### config.mk
export PLATFORM = sky130hd
export DESIGN_NAME = bac_top
export DESIGN_NICKNAME = d
export VERILOG_FILES = /design/src/verilog/bac_pkg.sv /design/src/verilog/bac_sync.sv /design/src/verilog/bac_detach_timer.sv /design/src/verilog/bac_top.sv
export VERILOG_INCLUDE_DIRS = /design/src /design/src/verilog
export SDC_FILE = /design/constraint.sdc
export NUM_CORES = 1
export LEC_CHECK = 0
export BUFFER_PORTS_ARGS = -buffer_cell sky130_fd_sc_hd__buf_2
export CAP_MARGIN = 10
export CORE_MARGIN = 3
export CORE_UTILIZATION = 50
export DETAILED_ROUTE_END_ITERATION = 8
export GPL_TIMING_DRIVEN = 0
export PLACE_DENSITY = 0.78
export SLEW_MARGIN = 30
export SYNTH_ARGS = -nofsm -noshare
export SYNTH_HDL_FRONTEND = slang
export SYNTH_SLANG_ARGS = --single-unit
### constraint.sdc
create_clock -name hclk -period 8.1 [get_ports hclk]
set_clock_uncertainty 0.1 [all_clocks]
set_input_delay 2.025 -clock hclk [delete_from_list [all_inputs] [get_ports hclk]]
set_output_delay 2.025 -clock hclk [all_outputs]
set_load 0.005 [all_outputs]
### src/verilog/bac_defs.svh
// constants of the billboard attach control block: offsets, fields, resets, times
// assumes a single 125 MHz system clock and an AHB-Lite register port
//
// What this block does
// RL1 - control bit 0 enables billboard support; 0 disables it entirely.
// RL2 - five-bit field picks the failure pin; default picks default_fail_pin; one code reserved.
// RL3 - failure input is active low; low means alternate-mode negotiation failed.
// RL4 - on failure low, first detach the internal controller device from the hub port.
// RL5 - then reconnect it presenting billboard class 1.1 descriptors.
// RL6 - first detach timer starts on address assignment; default timeout 20 seconds.
// RL7 - billboard shown only after modal failure; configured field reports unspecified error by default.
// RL8 - alternate-mode string request is answered and starts the second detach timer, default 20 s.
// RL9 - expiry of either timer detaches the billboard device from the hub port.
// RL10 - after that detach, reconnect with standard controller descriptors and function.
// RL11 - each timer is sixteen bits over low and high byte registers, 10 ms steps.
// RL12 - timer default is low d0, high 07: 2000 steps, 20 seconds.
// RL13 - failure message in billboard descriptors comes from one-time-programmable memory.
// RL14 - with enable at 0, ignore the failure pin and keep the standard role.
// RL15 - a new billboard session needs the failure input high, then low again.
// RL16 - timers count a 10 ms tick from the clock; expire when count equals setting.
`ifndef BAC_DEFS_SVH
`define BAC_DEFS_SVH

// ----------------------------------------
// register indices (byte address is four times the index)
// ----------------------------------------
`define BAC_IDX_CONTROL      18'h00004
`define BAC_IDX_ADDR_TMO_LO  18'h0413c
`define BAC_IDX_ADDR_TMO_HI  18'h0413d
`define BAC_IDX_STR_TMO_LO   18'h0413e
`define BAC_IDX_STR_TMO_HI   18'h0413f
`define BAC_IDX_DESC_CFG     18'h04140
`define BAC_IDX_STATUS       18'h04141

// ----------------------------------------
// fields and reset values
// ----------------------------------------
`define BAC_CTRL_EN_BIT      0
`define BAC_CTRL_SEL_LSB     1
`define BAC_CTRL_SEL_MSB     5
`define BAC_CTRL_RESET       8'h14
`define BAC_SEL_RESERVED     5'h09
`define BAC_TMO_LO_RESET     8'hd0
`define BAC_TMO_HI_RESET     8'h07
`define BAC_BMCFG_RESET      2'h0

// ----------------------------------------
// timing
// ----------------------------------------
`define BAC_CLK_KHZ          125000
`define BAC_TICK_MS          10
`define BAC_DETACH_HOLD_US   100

`endif

### src/verilog/bac_pkg.sv
// types of the billboard attach control block
// assumes nothing beyond a SystemVerilog tool
`default_nettype none

package bac_pkg;
	typedef enum logic [2:0] {
		BAC_ST_NORMAL,
		BAC_ST_DETACH_BB,
		BAC_ST_BILLBOARD,
		BAC_ST_DETACH_STD
	} bac_state_e;
endpackage : bac_pkg

`default_nettype wire

### src/verilog/bac_sync.sv
// two-flop synchroniser for a bus of independent levels
// assumes inputs idle high (active-low pins)
`default_nettype none

module bac_sync #(
	parameter int W = 1
) (
	// clock and reset
	input  wire logic         hclk,
	input  wire logic         hresetn,
	// levels
	input  wire logic [W-1:0] d,
	output logic      [W-1:0] q
);
	logic [W-1:0] meta_reg;

	always_ff @(posedge hclk or negedge hresetn) begin
		if (!hresetn) begin
			meta_reg <= '1;
			q        <= '1;
		end else begin
			meta_reg <= d;
			q        <= meta_reg;
		end
	end
endmodule : bac_sync

`default_nettype wire

### src/verilog/bac_detach_timer.sv
// one detach timer counting 10 ms ticks up to a sixteen-bit setting
// assumes tick is a one-cycle pulse from the shared tick divider
`default_nettype none

module bac_detach_timer #(
	parameter int W = 16
) (
	// clock and reset
	input  wire logic         hclk,
	input  wire logic         hresetn,
	// control
	input  wire logic         start,
	input  wire logic         stop,
	input  wire logic         tick,
	input  wire logic [W-1:0] limit,
	// status
	output logic              running,
	output logic              expired
);
	logic [W-1:0] count_reg;

	// restart while running is ignored so a repeated request cannot stretch the session
	always_ff @(posedge hclk or negedge hresetn) begin
		if (!hresetn) begin
			running   <= 1'b0;
			count_reg <= '0;
			expired   <= 1'b0;
		end else begin
			expired <= 1'b0;
			if (stop) begin
				running <= 1'b0;
			end else if (start && !running) begin
				running   <= 1'b1;
				count_reg <= '0;
			end else if (running && count_reg == limit) begin // [RL16]
				running <= 1'b0;
				expired <= 1'b1;
			end else if (running && tick) begin
				count_reg <= count_reg + 1'b1; // [RL11]
			end
		end
	end
endmodule : bac_detach_timer

`default_nettype wire

### src/verilog/bac_top.sv
// billboard attach control: swaps the internal controller device into a
// billboard device on an external failure pin, and back on timer expiry
// assumes hub-side pulses are on hclk; gpio pins are asynchronous
`default_nettype none
`include "bac_defs.svh"

module bac_top #(
	parameter int NUM_GPIO    = 72,
	parameter int TICK_CYCLES = `BAC_TICK_MS * `BAC_CLK_KHZ,
	parameter int HOLD_CYCLES = `BAC_DETACH_HOLD_US * `BAC_CLK_KHZ / 1000
) (
	// clock and reset
	input  wire logic                hclk,
	input  wire logic                hresetn,
	// ahb-lite slave
	input  wire logic                hsel,
	input  wire logic [31:0]         haddr,
	input  wire logic [1:0]          htrans,
	input  wire logic                hwrite,
	input  wire logic [2:0]          hsize,
	input  wire logic [31:0]         hwdata,
	input  wire logic                hready,
	output logic                     hreadyout,
	output logic      [31:0]         hrdata,
	output logic                     hresp,
	// general-purpose pins, failure input among them
	input  wire logic [NUM_GPIO-1:0] gpio_in,
	// hub feature controller events
	input  wire logic                usb_addr_set,
	input  wire logic                alt_string_req,
	// hub feature controller steering
	output logic                     dev_connect,
	output logic                     billboard_mode,
	output logic                     alt_string_ack,
	output logic                     otp_msg_sel,
	output logic      [1:0]          bm_configured
);
	// ----------------------------------------
	// pin selection
	// ----------------------------------------
	// maps the select code to a gpio number; bit 7 flags a usable code
	function automatic logic [7:0] pin_of(input logic [4:0] sel);
		logic [7:0] r;
		r = 8'h00;
		unique case (sel)
			5'h00: r = {1'b1, 7'd64};
			5'h01: r = {1'b1, 7'd1};
			5'h02: r = {1'b1, 7'd2};
			5'h03: r = {1'b1, 7'd3};
			5'h04: r = {1'b1, 7'd65};
			5'h05: r = {1'b1, 7'd66};
			5'h06: r = {1'b1, 7'd67};
			5'h07: r = {1'b1, 7'd23};
			5'h08: r = {1'b1, 7'd10};
			5'h0a: r = {1'b1, 7'd68};
			5'h0b: r = {1'b1, 7'd6};
			5'h0c: r = {1'b1, 7'd69};
			5'h0d: r = {1'b1, 7'd70};
			5'h0e: r = {1'b1, 7'd71};
			5'h0f: r = {1'b1, 7'd5};
			5'h10: r = {1'b1, 7'd4};
			default: r = 8'h00;
		endcase
		return r;
	endfunction : pin_of

	// ----------------------------------------
	// registers
	// ----------------------------------------
	logic [7:0] control_reg;
	logic [7:0] addr_tmo_lo_reg;
	logic [7:0] addr_tmo_hi_reg;
	logic [7:0] str_tmo_lo_reg;
	logic [7:0] str_tmo_hi_reg;
	logic [1:0] bmcfg_reg;

	logic       enable;
	logic [4:0] pin_sel;
	logic [7:0] pin_map;
	assign enable  = control_reg[`BAC_CTRL_EN_BIT]; // [RL1]
	assign pin_sel = control_reg[`BAC_CTRL_SEL_MSB:`BAC_CTRL_SEL_LSB]; // [RL2]
	assign pin_map = pin_of(pin_sel);

	// ----------------------------------------
	// pin synchroniser and failure level
	// ----------------------------------------
	logic [NUM_GPIO-1:0] gpio_sync;
	logic                fail_low;

	bac_sync #(
		.W (NUM_GPIO)
	) u_sync (
		.hclk    (hclk),
		.hresetn (hresetn),
		.d       (gpio_in),
		.q       (gpio_sync)
	);

	// a reserved or out-of-range code reads as an idle-high pin
	always_comb begin
		fail_low = 1'b0;
		if (pin_map[7] && int'(pin_map[6:0]) < NUM_GPIO) begin
			fail_low = !gpio_sync[pin_map[6:0]]; // [RL3]
		end
	end

	// ----------------------------------------
	// 10 ms tick and detach hold counters
	// ----------------------------------------
	localparam int TW = $clog2(TICK_CYCLES + 1);
	localparam int HW = $clog2(HOLD_CYCLES + 1);
	logic [TW-1:0] tick_cnt_reg;
	logic          tick;
	logic [HW-1:0] hold_cnt_reg;
	logic          hold_done;

	always_ff @(posedge hclk or negedge hresetn) begin
		if (!hresetn) begin
			tick_cnt_reg <= '0;
			tick         <= 1'b0;
		end else if (tick_cnt_reg == TW'(TICK_CYCLES - 1)) begin
			tick_cnt_reg <= '0;
			tick         <= 1'b1; // [RL16]
		end else begin
			tick_cnt_reg <= tick_cnt_reg + 1'b1;
			tick         <= 1'b0;
		end
	end

	// ----------------------------------------
	// session state machine
	// ----------------------------------------
	bac_pkg::bac_state_e state_reg;
	bac_pkg::bac_state_e state_next;
	logic                armed_reg;
	logic                tmr_a_exp;
	logic                tmr_b_exp;
	logic                tmr_a_run;
	logic                tmr_b_run;
	logic                in_bb;

	assign in_bb     = (state_reg == bac_pkg::BAC_ST_BILLBOARD);
	assign hold_done = (hold_cnt_reg == HW'(HOLD_CYCLES - 1));

	always_comb begin
		state_next = state_reg;
		unique case (state_reg)
			bac_pkg::BAC_ST_NORMAL: begin
				if (enable && armed_reg && fail_low) begin // [RL14]
					state_next = bac_pkg::BAC_ST_DETACH_BB; // [RL4]
				end
			end
			bac_pkg::BAC_ST_DETACH_BB: begin
				if (hold_done) begin
					state_next = bac_pkg::BAC_ST_BILLBOARD; // [RL5]
				end
			end
			bac_pkg::BAC_ST_BILLBOARD: begin
				if (tmr_a_exp || tmr_b_exp || !enable) begin // [RL9] [RL14]
					state_next = bac_pkg::BAC_ST_DETACH_STD;
				end
			end
			bac_pkg::BAC_ST_DETACH_STD: begin
				if (hold_done) begin
					state_next = bac_pkg::BAC_ST_NORMAL; // [RL10]
				end
			end
		endcase
	end

	always_ff @(posedge hclk or negedge hresetn) begin
		if (!hresetn) begin
			state_reg <= bac_pkg::BAC_ST_NORMAL;
		end else begin
			state_reg <= state_next;
		end
	end

	// hold counter runs only while the device is forced off the port
	always_ff @(posedge hclk or negedge hresetn) begin
		if (!hresetn) begin
			hold_cnt_reg <= '0;
		end else if (state_next != state_reg) begin
			hold_cnt_reg <= '0;
		end else if (state_reg == bac_pkg::BAC_ST_DETACH_BB ||
				state_reg == bac_pkg::BAC_ST_DETACH_STD) begin
			hold_cnt_reg <= hold_cnt_reg + 1'b1;
		end
	end

	// a session consumes the low level; the pin must rise before the next one
	always_ff @(posedge hclk or negedge hresetn) begin
		if (!hresetn) begin
			armed_reg <= 1'b1;
		end else if (!fail_low) begin
			armed_reg <= 1'b1; // [RL15]
		end else if (state_reg == bac_pkg::BAC_ST_DETACH_BB) begin
			armed_reg <= 1'b0; // [RL15]
		end
	end

	// ----------------------------------------
	// detach timers
	// ----------------------------------------
	bac_detach_timer #(
		.W (16)
	) u_tmr_addr (
		.hclk    (hclk),
		.hresetn (hresetn),
		.start   (in_bb && usb_addr_set), // [RL6]
		.stop    (!in_bb),
		.tick    (tick),
		.limit   ({addr_tmo_hi_reg, addr_tmo_lo_reg}),
		.running (tmr_a_run),
		.expired (tmr_a_exp)
	);

	bac_detach_timer #(
		.W (16)
	) u_tmr_str (
		.hclk    (hclk),
		.hresetn (hresetn),
		.start   (in_bb && alt_string_req), // [RL8]
		.stop    (!in_bb),
		.tick    (tick),
		.limit   ({str_tmo_hi_reg, str_tmo_lo_reg}),
		.running (tmr_b_run),
		.expired (tmr_b_exp)
	);

	// ----------------------------------------
	// device steering outputs
	// ----------------------------------------
	always_ff @(posedge hclk or negedge hresetn) begin
		if (!hresetn) begin
			dev_connect    <= 1'b1;
			billboard_mode <= 1'b0;
			alt_string_ack <= 1'b0;
			otp_msg_sel    <= 1'b0;
			bm_configured  <= `BAC_BMCFG_RESET;
		end else begin
			dev_connect    <= (state_next == bac_pkg::BAC_ST_NORMAL ||
					state_next == bac_pkg::BAC_ST_BILLBOARD); // [RL4] [RL9]
			billboard_mode <= (state_next == bac_pkg::BAC_ST_BILLBOARD); // [RL5] [RL10]
			alt_string_ack <= in_bb && alt_string_req; // [RL8]
			otp_msg_sel    <= (state_next == bac_pkg::BAC_ST_BILLBOARD); // [RL13]
			bm_configured  <= bmcfg_reg; // [RL7]
		end
	end

	// ----------------------------------------
	// ahb-lite slave
	// ----------------------------------------
	// reads take one wait state so read data always comes from a flop
	logic        wr_pend_reg;
	logic        rd_wait_reg;
	logic [17:0] idx_reg;
	logic        accept;
	logic [17:0] idx_in;
	logic        idx_ok;

	assign accept    = hsel && htrans[1] && hready;
	assign idx_in    = haddr[19:2];
	assign idx_ok    = (haddr[31:20] == 12'h000) && (haddr[1:0] == 2'b00);
	assign hreadyout = !rd_wait_reg;
	assign hresp     = 1'b0;

	always_ff @(posedge hclk or negedge hresetn) begin
		if (!hresetn) begin
			wr_pend_reg <= 1'b0;
			rd_wait_reg <= 1'b0;
			idx_reg     <= '0;
		end else begin
			wr_pend_reg <= accept && hwrite && idx_ok;
			rd_wait_reg <= accept && !hwrite;
			if (accept) begin
				idx_reg <= idx_ok ? idx_in : 18'h3ffff;
			end
		end
	end

	logic [7:0] status;
	assign status = {tmr_b_run, tmr_a_run, armed_reg, fail_low,
			pin_map[7], state_reg};

	always_ff @(posedge hclk or negedge hresetn) begin
		if (!hresetn) begin
			hrdata <= '0;
		end else if (rd_wait_reg) begin
			unique case (idx_reg)
				`BAC_IDX_CONTROL:     hrdata <= {24'h0, 2'b00, control_reg[5:0]};
				`BAC_IDX_ADDR_TMO_LO: hrdata <= {24'h0, addr_tmo_lo_reg};
				`BAC_IDX_ADDR_TMO_HI: hrdata <= {24'h0, addr_tmo_hi_reg};
				`BAC_IDX_STR_TMO_LO:  hrdata <= {24'h0, str_tmo_lo_reg};
				`BAC_IDX_STR_TMO_HI:  hrdata <= {24'h0, str_tmo_hi_reg};
				`BAC_IDX_DESC_CFG:    hrdata <= {30'h0, bmcfg_reg};
				`BAC_IDX_STATUS:      hrdata <= {24'h0, status};
				default:              hrdata <= '0;
			endcase
		end
	end

	// writes land in the data phase; a reserved pin code keeps the old select
	always_ff @(posedge hclk or negedge hresetn) begin
		if (!hresetn) begin
			control_reg     <= `BAC_CTRL_RESET;
			addr_tmo_lo_reg <= `BAC_TMO_LO_RESET; // [RL12]
			addr_tmo_hi_reg <= `BAC_TMO_HI_RESET; // [RL12]
			str_tmo_lo_reg  <= `BAC_TMO_LO_RESET; // [RL12]
			str_tmo_hi_reg  <= `BAC_TMO_HI_RESET; // [RL12]
			bmcfg_reg       <= `BAC_BMCFG_RESET; // [RL7]
		end else if (wr_pend_reg) begin
			unique case (idx_reg)
				`BAC_IDX_CONTROL: begin
					control_reg[0] <= hwdata[0]; // [RL1]
					if (hwdata[5:1] != `BAC_SEL_RESERVED) begin
						control_reg[5:1] <= hwdata[5:1]; // [RL2]
					end
				end
				`BAC_IDX_ADDR_TMO_LO: addr_tmo_lo_reg <= hwdata[7:0]; // [RL11]
				`BAC_IDX_ADDR_TMO_HI: addr_tmo_hi_reg <= hwdata[7:0]; // [RL11]
				`BAC_IDX_STR_TMO_LO:  str_tmo_lo_reg  <= hwdata[7:0]; // [RL11]
				`BAC_IDX_STR_TMO_HI:  str_tmo_hi_reg  <= hwdata[7:0]; // [RL11]
				`BAC_IDX_DESC_CFG:    bmcfg_reg       <= hwdata[1:0];
				default: ;
			endcase
		end
	end

	// hsize is accepted but only whole-word transfers are meaningful
	logic unused_ok;
	assign unused_ok = &{1'b0, hsize, hwdata[31:8]};
endmodule : bac_top

`default_nettype wire

==> flow_summary_export.csv, run 1 <==
group,metric,value,unit
logic_synthesis,synthCells,854,
global_route,grt_util_all_layers,20.21,%
power,p_leak,0.004808,uW
global_route,overflow,0,
power,ir_drop,0.2012,mV
floorplanning,fp.dieW,144.4,um
layout,final_common_cell,"dfrtp_1",
placed_design,dp_hpwl,14740,um
logic_synthesis,synth_top_area_share,34.75,%
logic_synthesis,synth_edf_count,0,
logic_synthesis,synth_seq_cells,205,
layout,drive_gt1_share,27.52,%
routing,viasPerCell,5.609,
worst_setup_path,startpoint_type,"flip-flop",
layout,area_growth,17.44,%
power,total_power,2335,uW
layout,n_fill_cell,1460,
placed_design,dp_cells,1199,
floorplanning,std_cell_rows,49,
routing,dr.pass1.iters,5,
layout,diodes,0,
global_route,grt_max_degree,89,
layout,final_cells,1239,
routing,drt-initial-drc-count,509,
logic_synthesis,syn_area,9578,um2
worst_hold_path,hold_depth,0,
floorplanning,die-height,144.4,um
placed_design,dpl_worst_slack,4.133,ns
clocking,clock_path_buffers,3,
clocking,cts_tree,"yes",
worst_setup_path,cp_max_fo,8,
timing,setup_viol,0,
routing,drt-total-wl,20650,um
worst_setup_path,cp.arrival,1.50,ns
clocking,clkTransAtPathRegs,0.07,ns
clocking,cts_root_buf,"clkbuf_16",
routing,ant_nets,0,
clocking,cts_max_level,1,
layout,mostFrequentLayoutCells,"133 x dfrtp_1, 91 x buf_2, 81 x nor2_1",
floorplanning,dieArea,20850,um2
timing,rsz0062_at_grt,"false",
logic_synthesis,yosys-top-cells-area,"dfrtp_1 35%, dfstp_2 20%, xnor2_1 5.2%",
logic_synthesis,ys_types,74,
routing,routedWlPerCell,16.66,um
status,status,"finished, final reports clean",
routing,via_count,6949,
worst_hold_path,hold_class,"reg2reg",
timing,hold_viol,0,
layout,nNetsFinal,1151,
routing,drc,0,
worst_setup_path,critical_path_class,"reg2out",
clocking,post-cts-setup-buffers,0,
worst_setup_path,required,5.98,ns
logic_synthesis,syn_avg_cell_area,11.22,um2
logic_synthesis,synth_warnings,0,
clocking,clock_latency,0.52,ns
logic_synthesis,synthFlopType,"dfrtp_1",
timing,fin_tns_setup,0,ns
worst_setup_path,worstRegToRegCells,10,
clocking,cts_resized,0,
floorplanning,start_util,52.07,%
floorplanning,pin_count,188,
timing,worst_slew_pin_slew,0.8437,ns
timing,period_needed,3.628,ns
run,max-cap-violations,0,
worst_setup_path,cp-end-kind,"output port",
timing,slew_headroom,42.30,%
placed_design,gp_congestion,0.8933,
timing,post-route-period-util,44.79,%
timing,drv_slew,0,
clocking,cts-hold-fix-buffers,0,
global_route,grt_pass1_wl,34330,um
logic_synthesis,synthArstFlopShare,100.0,%
timing,max_clock_freq,275.6,MHz
timing,setup_ws,4.472,ns
clocking,cts.sinks,205,
power,p_per_area,207.6,nW/um2
floorplanning,core-area,18390,um2
global_route,grt_pass1_vias,6774,
clocking,cts_inserted_buffers,22,
logic_synthesis,synth_top_area_cell,"dfrtp_1",
global_route,grt_antenna_before_repair,1,
placed_design,port_buffers,90,
logic_synthesis,yosysSeqAreaShare,54.50,%
power by group:
group          switching [uW]  internal (uW)
Sequential               44.7           1090
Clock                     406            602
Combinational             104           91.0
Total                     555           1780
final timing paths:
kind                       slack [ns]                 end                from
min in group asynchronous        1.35     hold_cnt_reg[2]             hresetn
hold reg to reg                  0.25         u_sync.q[5]  u_sync.meta_reg[5]
hold / removal                   0.25         u_sync.q[5]  u_sync.meta_reg[5]
max in group asynchronous        5.46  addr_tmo_lo_reg[6]             hresetn
setup / recovery                 4.47           hreadyout         rd_wait_reg
setup reg to reg                 4.56     hold_cnt_reg[3]      control_reg[2]
metrics by stage:
stage,instance area [um2],hold WS [ns],utilization (%)
finish,11250,0.2532,61.16
global route,11250,0.2575,61.16
CTS,11220,0.2529,60.99
detailed placement,10480,0.2468,56.95
global placement,10410,0.2453,56.57
floorplan,9668,0.2452,-
synth_stat cells (all sizes together), types with 5 or more instances:
| cell | n |
|---|---|
| or4 | 6 |
| nor2b | 6 |
| a211oi | 14 |
| a22o | 5 |
| nand3b | 5 |
| nor3b | 6 |
| a222oi | 5 |
| nand4 | 13 |
| mux2 | 38 |
| nor4 | 17 |
| mux2i | 5 |
| nand3 | 45 |
| clkbuf | 19 |
| nand2b | 6 |
| inv | 17 |
| xor2 | 30 |
| dfrtp | 133 |
| nor3 | 11 |
| buf | 28 |
| a21oi | 19 |
| or3 | 6 |
| and4 | 7 |
| ha | 9 |
| a22oi | 18 |
| nor2 | 82 |
| o22a | 18 |
| and3 | 11 |
| and2 | 5 |
| dfstp | 72 |
| o21ai | 24 |
| nand2 | 64 |
| xnor2 | 57 |
| or4b | 5 |
critical path, stage by stage, from the launching register on:
cell	delay [ns]
dfrtp_1	0.42
clkinv_1	0.32
buf_2	0.25
cell families after synthesis:
| kind of cell | count (synthesis) | synth area share (%) |
|---|---|---|
| mux | 44 | 5.225 |
| flops | 205 | 54.50 |
| buf+inv | 65 | 3.592 |
| compound gates | 133 | 10.10 |
| other cells | 1 | 0.03915 |
| xor+xnor | 87 | 7.956 |
| fa+ha+maj | 9 | 1.176 |
| simple gates | 310 | 17.41 |
cell type report:
cell class | instances | area [um2] | area share, %
plain buffers | 47 | 276.5 | 2.458
clock buffers | 30 | 654.4 | 5.818
clock inverters | 10 | 88.84 | 0.7898
inverters | 18 | 67.56 | 0.6007
multi-input cells | 608 | 4139 | 36.80
flip-flops and latches | 205 | 5220 | 46.41
well taps | 229 | 286.5 | 2.547
repair buffers | 92 | 515.5 | 4.583
metal layers:
layer	vias to the layer above	wire (um)	GRT usage, %
met1	3360	9356	29.82
met4	2	552	6.087
li1	3310	-	-
met2	232	9373	30.65
met5	-	7	0
met3	45	1358	3.737
(Power assumes the default switching activity.)
==> run 2, diff against run 1 <==
Settings changed: ABC_AREA set to 1, PLACE_DENSITY 0.78 to 0.77.
Clock period 8.1 ns to 3.4 ns, I/O delays scaled along.
==> flow_summary_export.csv, run 2 <==
group,metric,value,unit
status,status,"finished, final reports clean",
timing,drv_slew,0,
worst_setup_path,startpoint_type,"flip-flop",
worst_setup_path,required,3.72,ns
global_route,grt-busiest-layer,"met2",
worst_setup_path,cp-end-kind,"flip-flop",
floorplanning,pin_count,188,
logic_synthesis,syn_area,11050,um2
clocking,cts_tree,"yes",
worst_setup_path,cp.arrival,3.15,ns
routing,ant_nets,0,
timing,hold_viol,0,
floorplanning,core-area,21350,um2
floorplanning,fp.dieW,154.7,um
clocking,cts_inserted_buffers,24,
worst_setup_path,ff2ff_setup_slack,0.57,ns
worst_setup_path,crit_chain,"inv_1 -> ha_1 -> inv_1 -> nand2_1 -> nand3_1 -> nand2_2 -> inv_4 -> nand3_1 -> nand3_1 -> nand3_1 -> nand3_1 -> nand2_1 -> nand4_2 -> nand2_1 -> nand3_2 -> nand2_4 -> buf_12 -> nor2_2",
timing,setup_viol,0,
routing,drt-total-wl,25200,um
worst_hold_path,hold_class,"in2async",
logic_synthesis,synth_edf_count,0,
routing,dr.pass1.iters,5,
placed_design,dp_hpwl,18660,um
power,p_per_area,447.1,nW/um2
placed_design,dp_cells,1688,
global_route,grt_pass1_vias,8766,
routing,drt-initial-drc-count,597,
logic_synthesis,syn_avg_cell_area,8.607,um2
power,p_leak,0.006269,uW
power,ir_drop,0.4855,mV
clocking,cts_root_buf,"clkbuf_16",
layout,final_common_cell,"nand2_1",
worst_setup_path,cp_common_cell,"nand3_1",
layout,nNetsFinal,1596,
global_route,overflow,0,
timing,period_needed,2.830,ns
timing,slew_headroom,54.83,%
logic_synthesis,synth_warnings,0,
layout,final_cells,1731,
logic_synthesis,synthCells,1284,
layout,drive_gt1_share,21.84,%
layout,area_growth,16.27,%
worst_setup_path,critical_path_class,"reg2reg",
timing,worst_slew_pin_slew,0.6724,ns
layout,multiInputGateArea,4268,um2
floorplanning,start_util,51.76,%
layout,diodes,0,
global_route,grt_max_degree,86,
floorplanning,std_cell_rows,53,
logic_synthesis,synthArstFlopShare,100.0,%
logic_synthesis,synthFlopType,"dfrtp_1",
clocking,cts_max_level,1,
global_route,globalRouteMet3Util,3.470,%
timing,rsz0062_at_grt,"false",
clocking,cts_resized,0,
routing,via_count,8985,
floorplanning,die-height,154.7,um
placed_design,gp_congestion,0.8936,
timing,post-route-period-util,83.24,%
clocking,cts.sinks,229,
global_route,use_met2,33.96,%
layout,n_fill_cell,1851,
placed_design,port_buffers,102,
timing,max_clock_freq,353.3,MHz
clocking,cts-hold-fix-buffers,0,
clocking,clkTransAtPathRegs,0.06,ns
worst_setup_path,cp_max_fo,10,
logic_synthesis,yosysSeqAreaShare,52.94,%
worst_setup_path,slowest_delay,0.58,ns
logic_synthesis,synth_top_area_cell,"dfrtp_1",
logic_synthesis,yosys-top-cells-area,"dfrtp_1 30%, dfstp_2 23%, nand2_1 9.2%",
worst_setup_path,slowest_stage,"dfstp_2",
layout,regArea,5851,um2
routing,viasPerCell,5.191,
logic_synthesis,synth_top_area_share,30.11,%
logic_synthesis,synth_seq_cells,229,
global_route,grt_util_all_layers,21.34,%
routing,drc,0,
run,max-cap-violations,0,
logic_synthesis,yosysMostFrequentCell,"nand2_1",
clocking,post-cts-setup-buffers,0,
global_route,grt_pass1_wl,42700,um
routing,routedWlPerCell,14.56,um
global_route,grt_antenna_before_repair,0,
timing,worst_hold_slack,0.2323,ns
floorplanning,dieArea,23920,um2
logic_synthesis,ys_types,50,
global_route,globalRouteMet1Util,30.90,%
clocking,clock_latency,0.54,ns
clocking,clock_path_buffers,3,
logic_synthesis,synth_common_cells,"272 x nand2_1, 171 x inv_1, 133 x dfrtp_1, 120 x nor2_1, 100 x nand3_1",
layout,mostFrequentLayoutCells,"272 x nand2_1, 171 x inv_1, 133 x dfrtp_1",
-- run 2: cell types whose count changed after synthesis, sizes merged, moves of 18 or more --
cell / change
mux2: -38
o22a: -18
xnor2: -47
nand3: +57
nand4: +20
nor3: +25
o21ai: +71
nand2: +213
inv: +159
dfstp: +24
nor2: +54
-- run 2: critical path, delay by kind of cell (launching register included) --
family                     cells  cell delay (ns)
and+or+nand+nor               13             1.33
adders and majority gates      1             0.31
DFF                            1             0.58
buffers and inverters          4             0.41
-- run 2: per-layer routing --
layer	part of all wire, %	vias to the layer above
met5	0	-
met4	2.4	0
met3	7.5	39
met2	45	313
met1	45	4208
li1	-	4425
-- run 2: final timing paths --
check | from | end | depth (start not counted)
worst max-delay path | control_reg[2] | hold_cnt_reg[12] | 18
worst min-delay path | hresetn | u_tmr_addr.count_reg[10] | 2
worst max register to register | control_reg[2] | hold_cnt_reg[12] | 18
worst min register to register | u_sync.meta_reg[21] | u_sync.q[21] | 0
max in group asynchronous | hresetn | dev_connect | 3
min in group hclk | u_sync.meta_reg[21] | u_sync.q[21] | 0
-- run 2: final cells by class --
| type | count | area share (%) |
|---|---|---|
| plain buffers | 51 | 2.756 |
| flip-flops and latches | 229 | 45.53 |
| inverters | 177 | 5.209 |
| multi-input cells | 851 | 33.21 |
| clock inverters | 8 | 0.5258 |
| well taps | 275 | 2.678 |
| repair buffers | 105 | 4.693 |
| clock buffers | 35 | 5.394 |
-- run 2: report_power, final --
part / total [uW] / internal (uW) / switching, uW
Sequential: 2920 / 2860 / 59.8
Clock: 2500 / 1430 / 1080
Combinational: 326 / 144 / 182
-- run 2: cell families (layout without fill, tap and decap cells) --
family	after synthesis	count (layout)	share of synthesized area, %
and+or+nand+nor	627	627	25.68
xor gates and xnor gates	48	48	3.804
DFF	229	229	52.94
other	1	25	0.03393
adders and majority gates	9	9	1.019
muxes	1	1	0.09057
AOI/OAI and AO/OA	141	141	7.178
buffers and inverters	228	376	9.261
-- run 2: through the flow --
stage                     instance area [um2]  util, %  setup slack, ns  TNS, ns  power (uW)
after floorplan                         11140        -           0.9856        0        3123
final                                   12850    60.18           0.5697        0        5746
after CTS                               12850    60.18           0.5697        0        5793
after global routing                    12850    60.18           0.3271        0        5965
after global placement                  12000    56.18           -2.356  -408.27        3260
after detailed placement                12090    56.62           0.5846        0        3292
==> run 3, diff against run 2 <==
Clock period 3.4 ns to 2.8 ns, I/O delays scaled along.
==> flow_summary_export.csv, run 3 (same netlist as run 2, synthesis figures left out) <==
group,metric,value,unit
placed_design,dpl-instance-area,12090,um2
worst_setup_path,cp-end-kind,"flip-flop",
timing,setup_viol,0,
layout,final_cells,1743,
clocking,cts_max_level,1,
global_route,grt_pass1_wl,42770,um
clocking,clock_path_buffers,3,
timing,max_clock_freq,373.6,MHz
clocking,clock_latency,0.54,ns
clocking,cts.sinks,229,
run,max-cap-violations,0,
worst_setup_path,rr_startpoint,"control_reg[2]",
timing,post-route-period-util,95.60,%
worst_setup_path,slowest_stage,"dfstp_2",
layout,utilization,61.22,%
floorplanning,pin_count,188,
placed_design,gp_congestion,0.8936,
layout,nNetsFinal,1608,
worst_setup_path,reg2reg_to,"hold_cnt_reg[11]",
layout,mostFrequentLayoutCells,"267 x nand2_1, 169 x inv_1, 132 x dfrtp_1",
status,status,"finished, final reports clean",
floorplanning,std_cell_rows,53,
worst_setup_path,crit_chain,"inv_2 -> ha_1 -> inv_2 -> nand3_4 -> nand2_4 -> buf_6 -> buf_6 -> nand2_1 -> nand3_1 -> nand3_1 -> nand3_1 -> nand3_2 -> nand2_2 -> nand4_4 -> nor2_4 -> nor2_4 -> nand2_8 -> clkbuf_16 -> nor2_2",
placed_design,dp_hpwl,18660,um
clocking,clkTransAtPathRegs,0.06,ns
timing,hold_viol,0,
power,ir_drop,0.5898,mV
power,total_power,6977,uW
routing,drc,0,
worst_setup_path,critical_path_class,"reg2reg",
worst_setup_path,cp_max_fo,6,
routing,dr.pass1.iters,6,
clocking,cts_inserted_buffers,24,
global_route,grt_pass1_vias,8782,
floorplanning,fp.dieW,154.7,um
placed_design,dp_cells,1688,
routing,drt-total-wl,25720,um
worst_setup_path,cp.arrival,3.00,ns
global_route,grt_antenna_before_repair,0,
placed_design,port_buffers,102,
global_route,grt_util_all_layers,21.38,%
worst_setup_path,cp.buffers_inverters,5,
timing,period_needed,2.677,ns
worst_hold_path,hold_class,"in2async",
routing,drt-initial-drc-count,652,
floorplanning,die-height,154.7,um
routing,routedWlPerCell,14.76,um
worst_setup_path,required,3.12,ns
worst_setup_path,cp_common_cell,"nand3_1",
timing,drv_slew,0,
layout,final_common_cell,"nand2_1",
worst_setup_path,slowest_delay,0.55,ns
power,p_leak,0.006364,uW
layout,area_growth,18.28,%
global_route,grt_max_degree,86,
worst_setup_path,ff2ff_setup_slack,0.12,ns
routing,viasPerCell,5.269,
layout,drive_gt1_share,23.43,%
timing,worst_slew_pin_slew,0.6867,ns
worst_setup_path,startpoint_type,"flip-flop",
floorplanning,dieArea,23920,um2
layout,diodes,0,
routing,via_count,9184,
clocking,cts_tree,"yes",
clocking,cts_root_buf,"clkbuf_16",
floorplanning,core-area,21350,um2
power,p_per_area,533.7,nW/um2
timing,fin_tns_setup,0,ns
clocking,cts-hold-fix-buffers,0,
global_route,overflow,0,
timing,slew_headroom,53.87,%
floorplanning,start_util,51.76,%
worst_setup_path,crit_family,"simple AND/OR/NAND/NOR gates",
routing,ant_nets,0,
worst_setup_path,worstRegToRegCells,19,
layout,final_area,13070,um2
[run 3: per-stage QoR]
| stage | worst slack, ns | hold slack, ns |
|---|---|---|
| floorplan | 0.3856 | 0.2452 |
| global placement | -2.806 | 0.2460 |
| detailed placement | -0.01545 | 0.2468 |
| CTS | 0.01369 | 0.09094 |
| global route | -0.01377 | 0.1135 |
| finish | 0.1232 | 0.07870 |
[run 3: per-layer routing]
metal	GRT usage, %	vias up	wire length [um]	part of all wire, %
li1	-	4447	-	-
met1	30.90	4342	11600	45
met2	34.01	353	11720	46
met3	3.470	42	1813	7.0
met4	5.383	0	593	2.3
met5	0	-	0	0
[run 3: worst max-delay path by stage]
stage | endpoint | from | cells past startpoint | slack [ns]
5_1_grt | hold_cnt_reg[4] | control_reg[2] | 18 | -0.01
6_report | hold_cnt_reg[11] | control_reg[2] | 19 | 0.12
4_1_cts | hold_cnt_reg[13] | control_reg[2] | 18 | 0.01
3_5_place_dp | hold_cnt_reg[13] | control_reg[2] | 18 | -0.02
2_1_floorplan | hold_cnt_reg[11] | control_reg[2] | 18 | 0.39
3_3_place_gp | tick_cnt_reg[0] | hresetn | 1 | -2.81
[run 3: repair_timing]
action	4_1_cts	5_1_grt
gates cloned	0	2
pin swaps	0	9
endpoints found under the setup margin	10	31
buffers inserted	0	10
gates resized for setup	1	25
[run 3: layout make-up]
cell class              count  area [um2]
multi-input cells         852        4373
plain buffers              51       354.1
inverters                 177       669.4
flip-flops and latches    229        5852
clock buffers              35       693.2
fillers                  1829        8280
clock inverters             8       67.56
repair buffers            116       719.4
well taps                 275       344.1
[run 3: power by group]
part / leakage [uW] / switching [uW] / internal [uW]
sequential: 0.00252 / 72.4 / 3470
clock: 0.000378 / 1300 / 1730
combinational: 0.00347 / 223 / 177
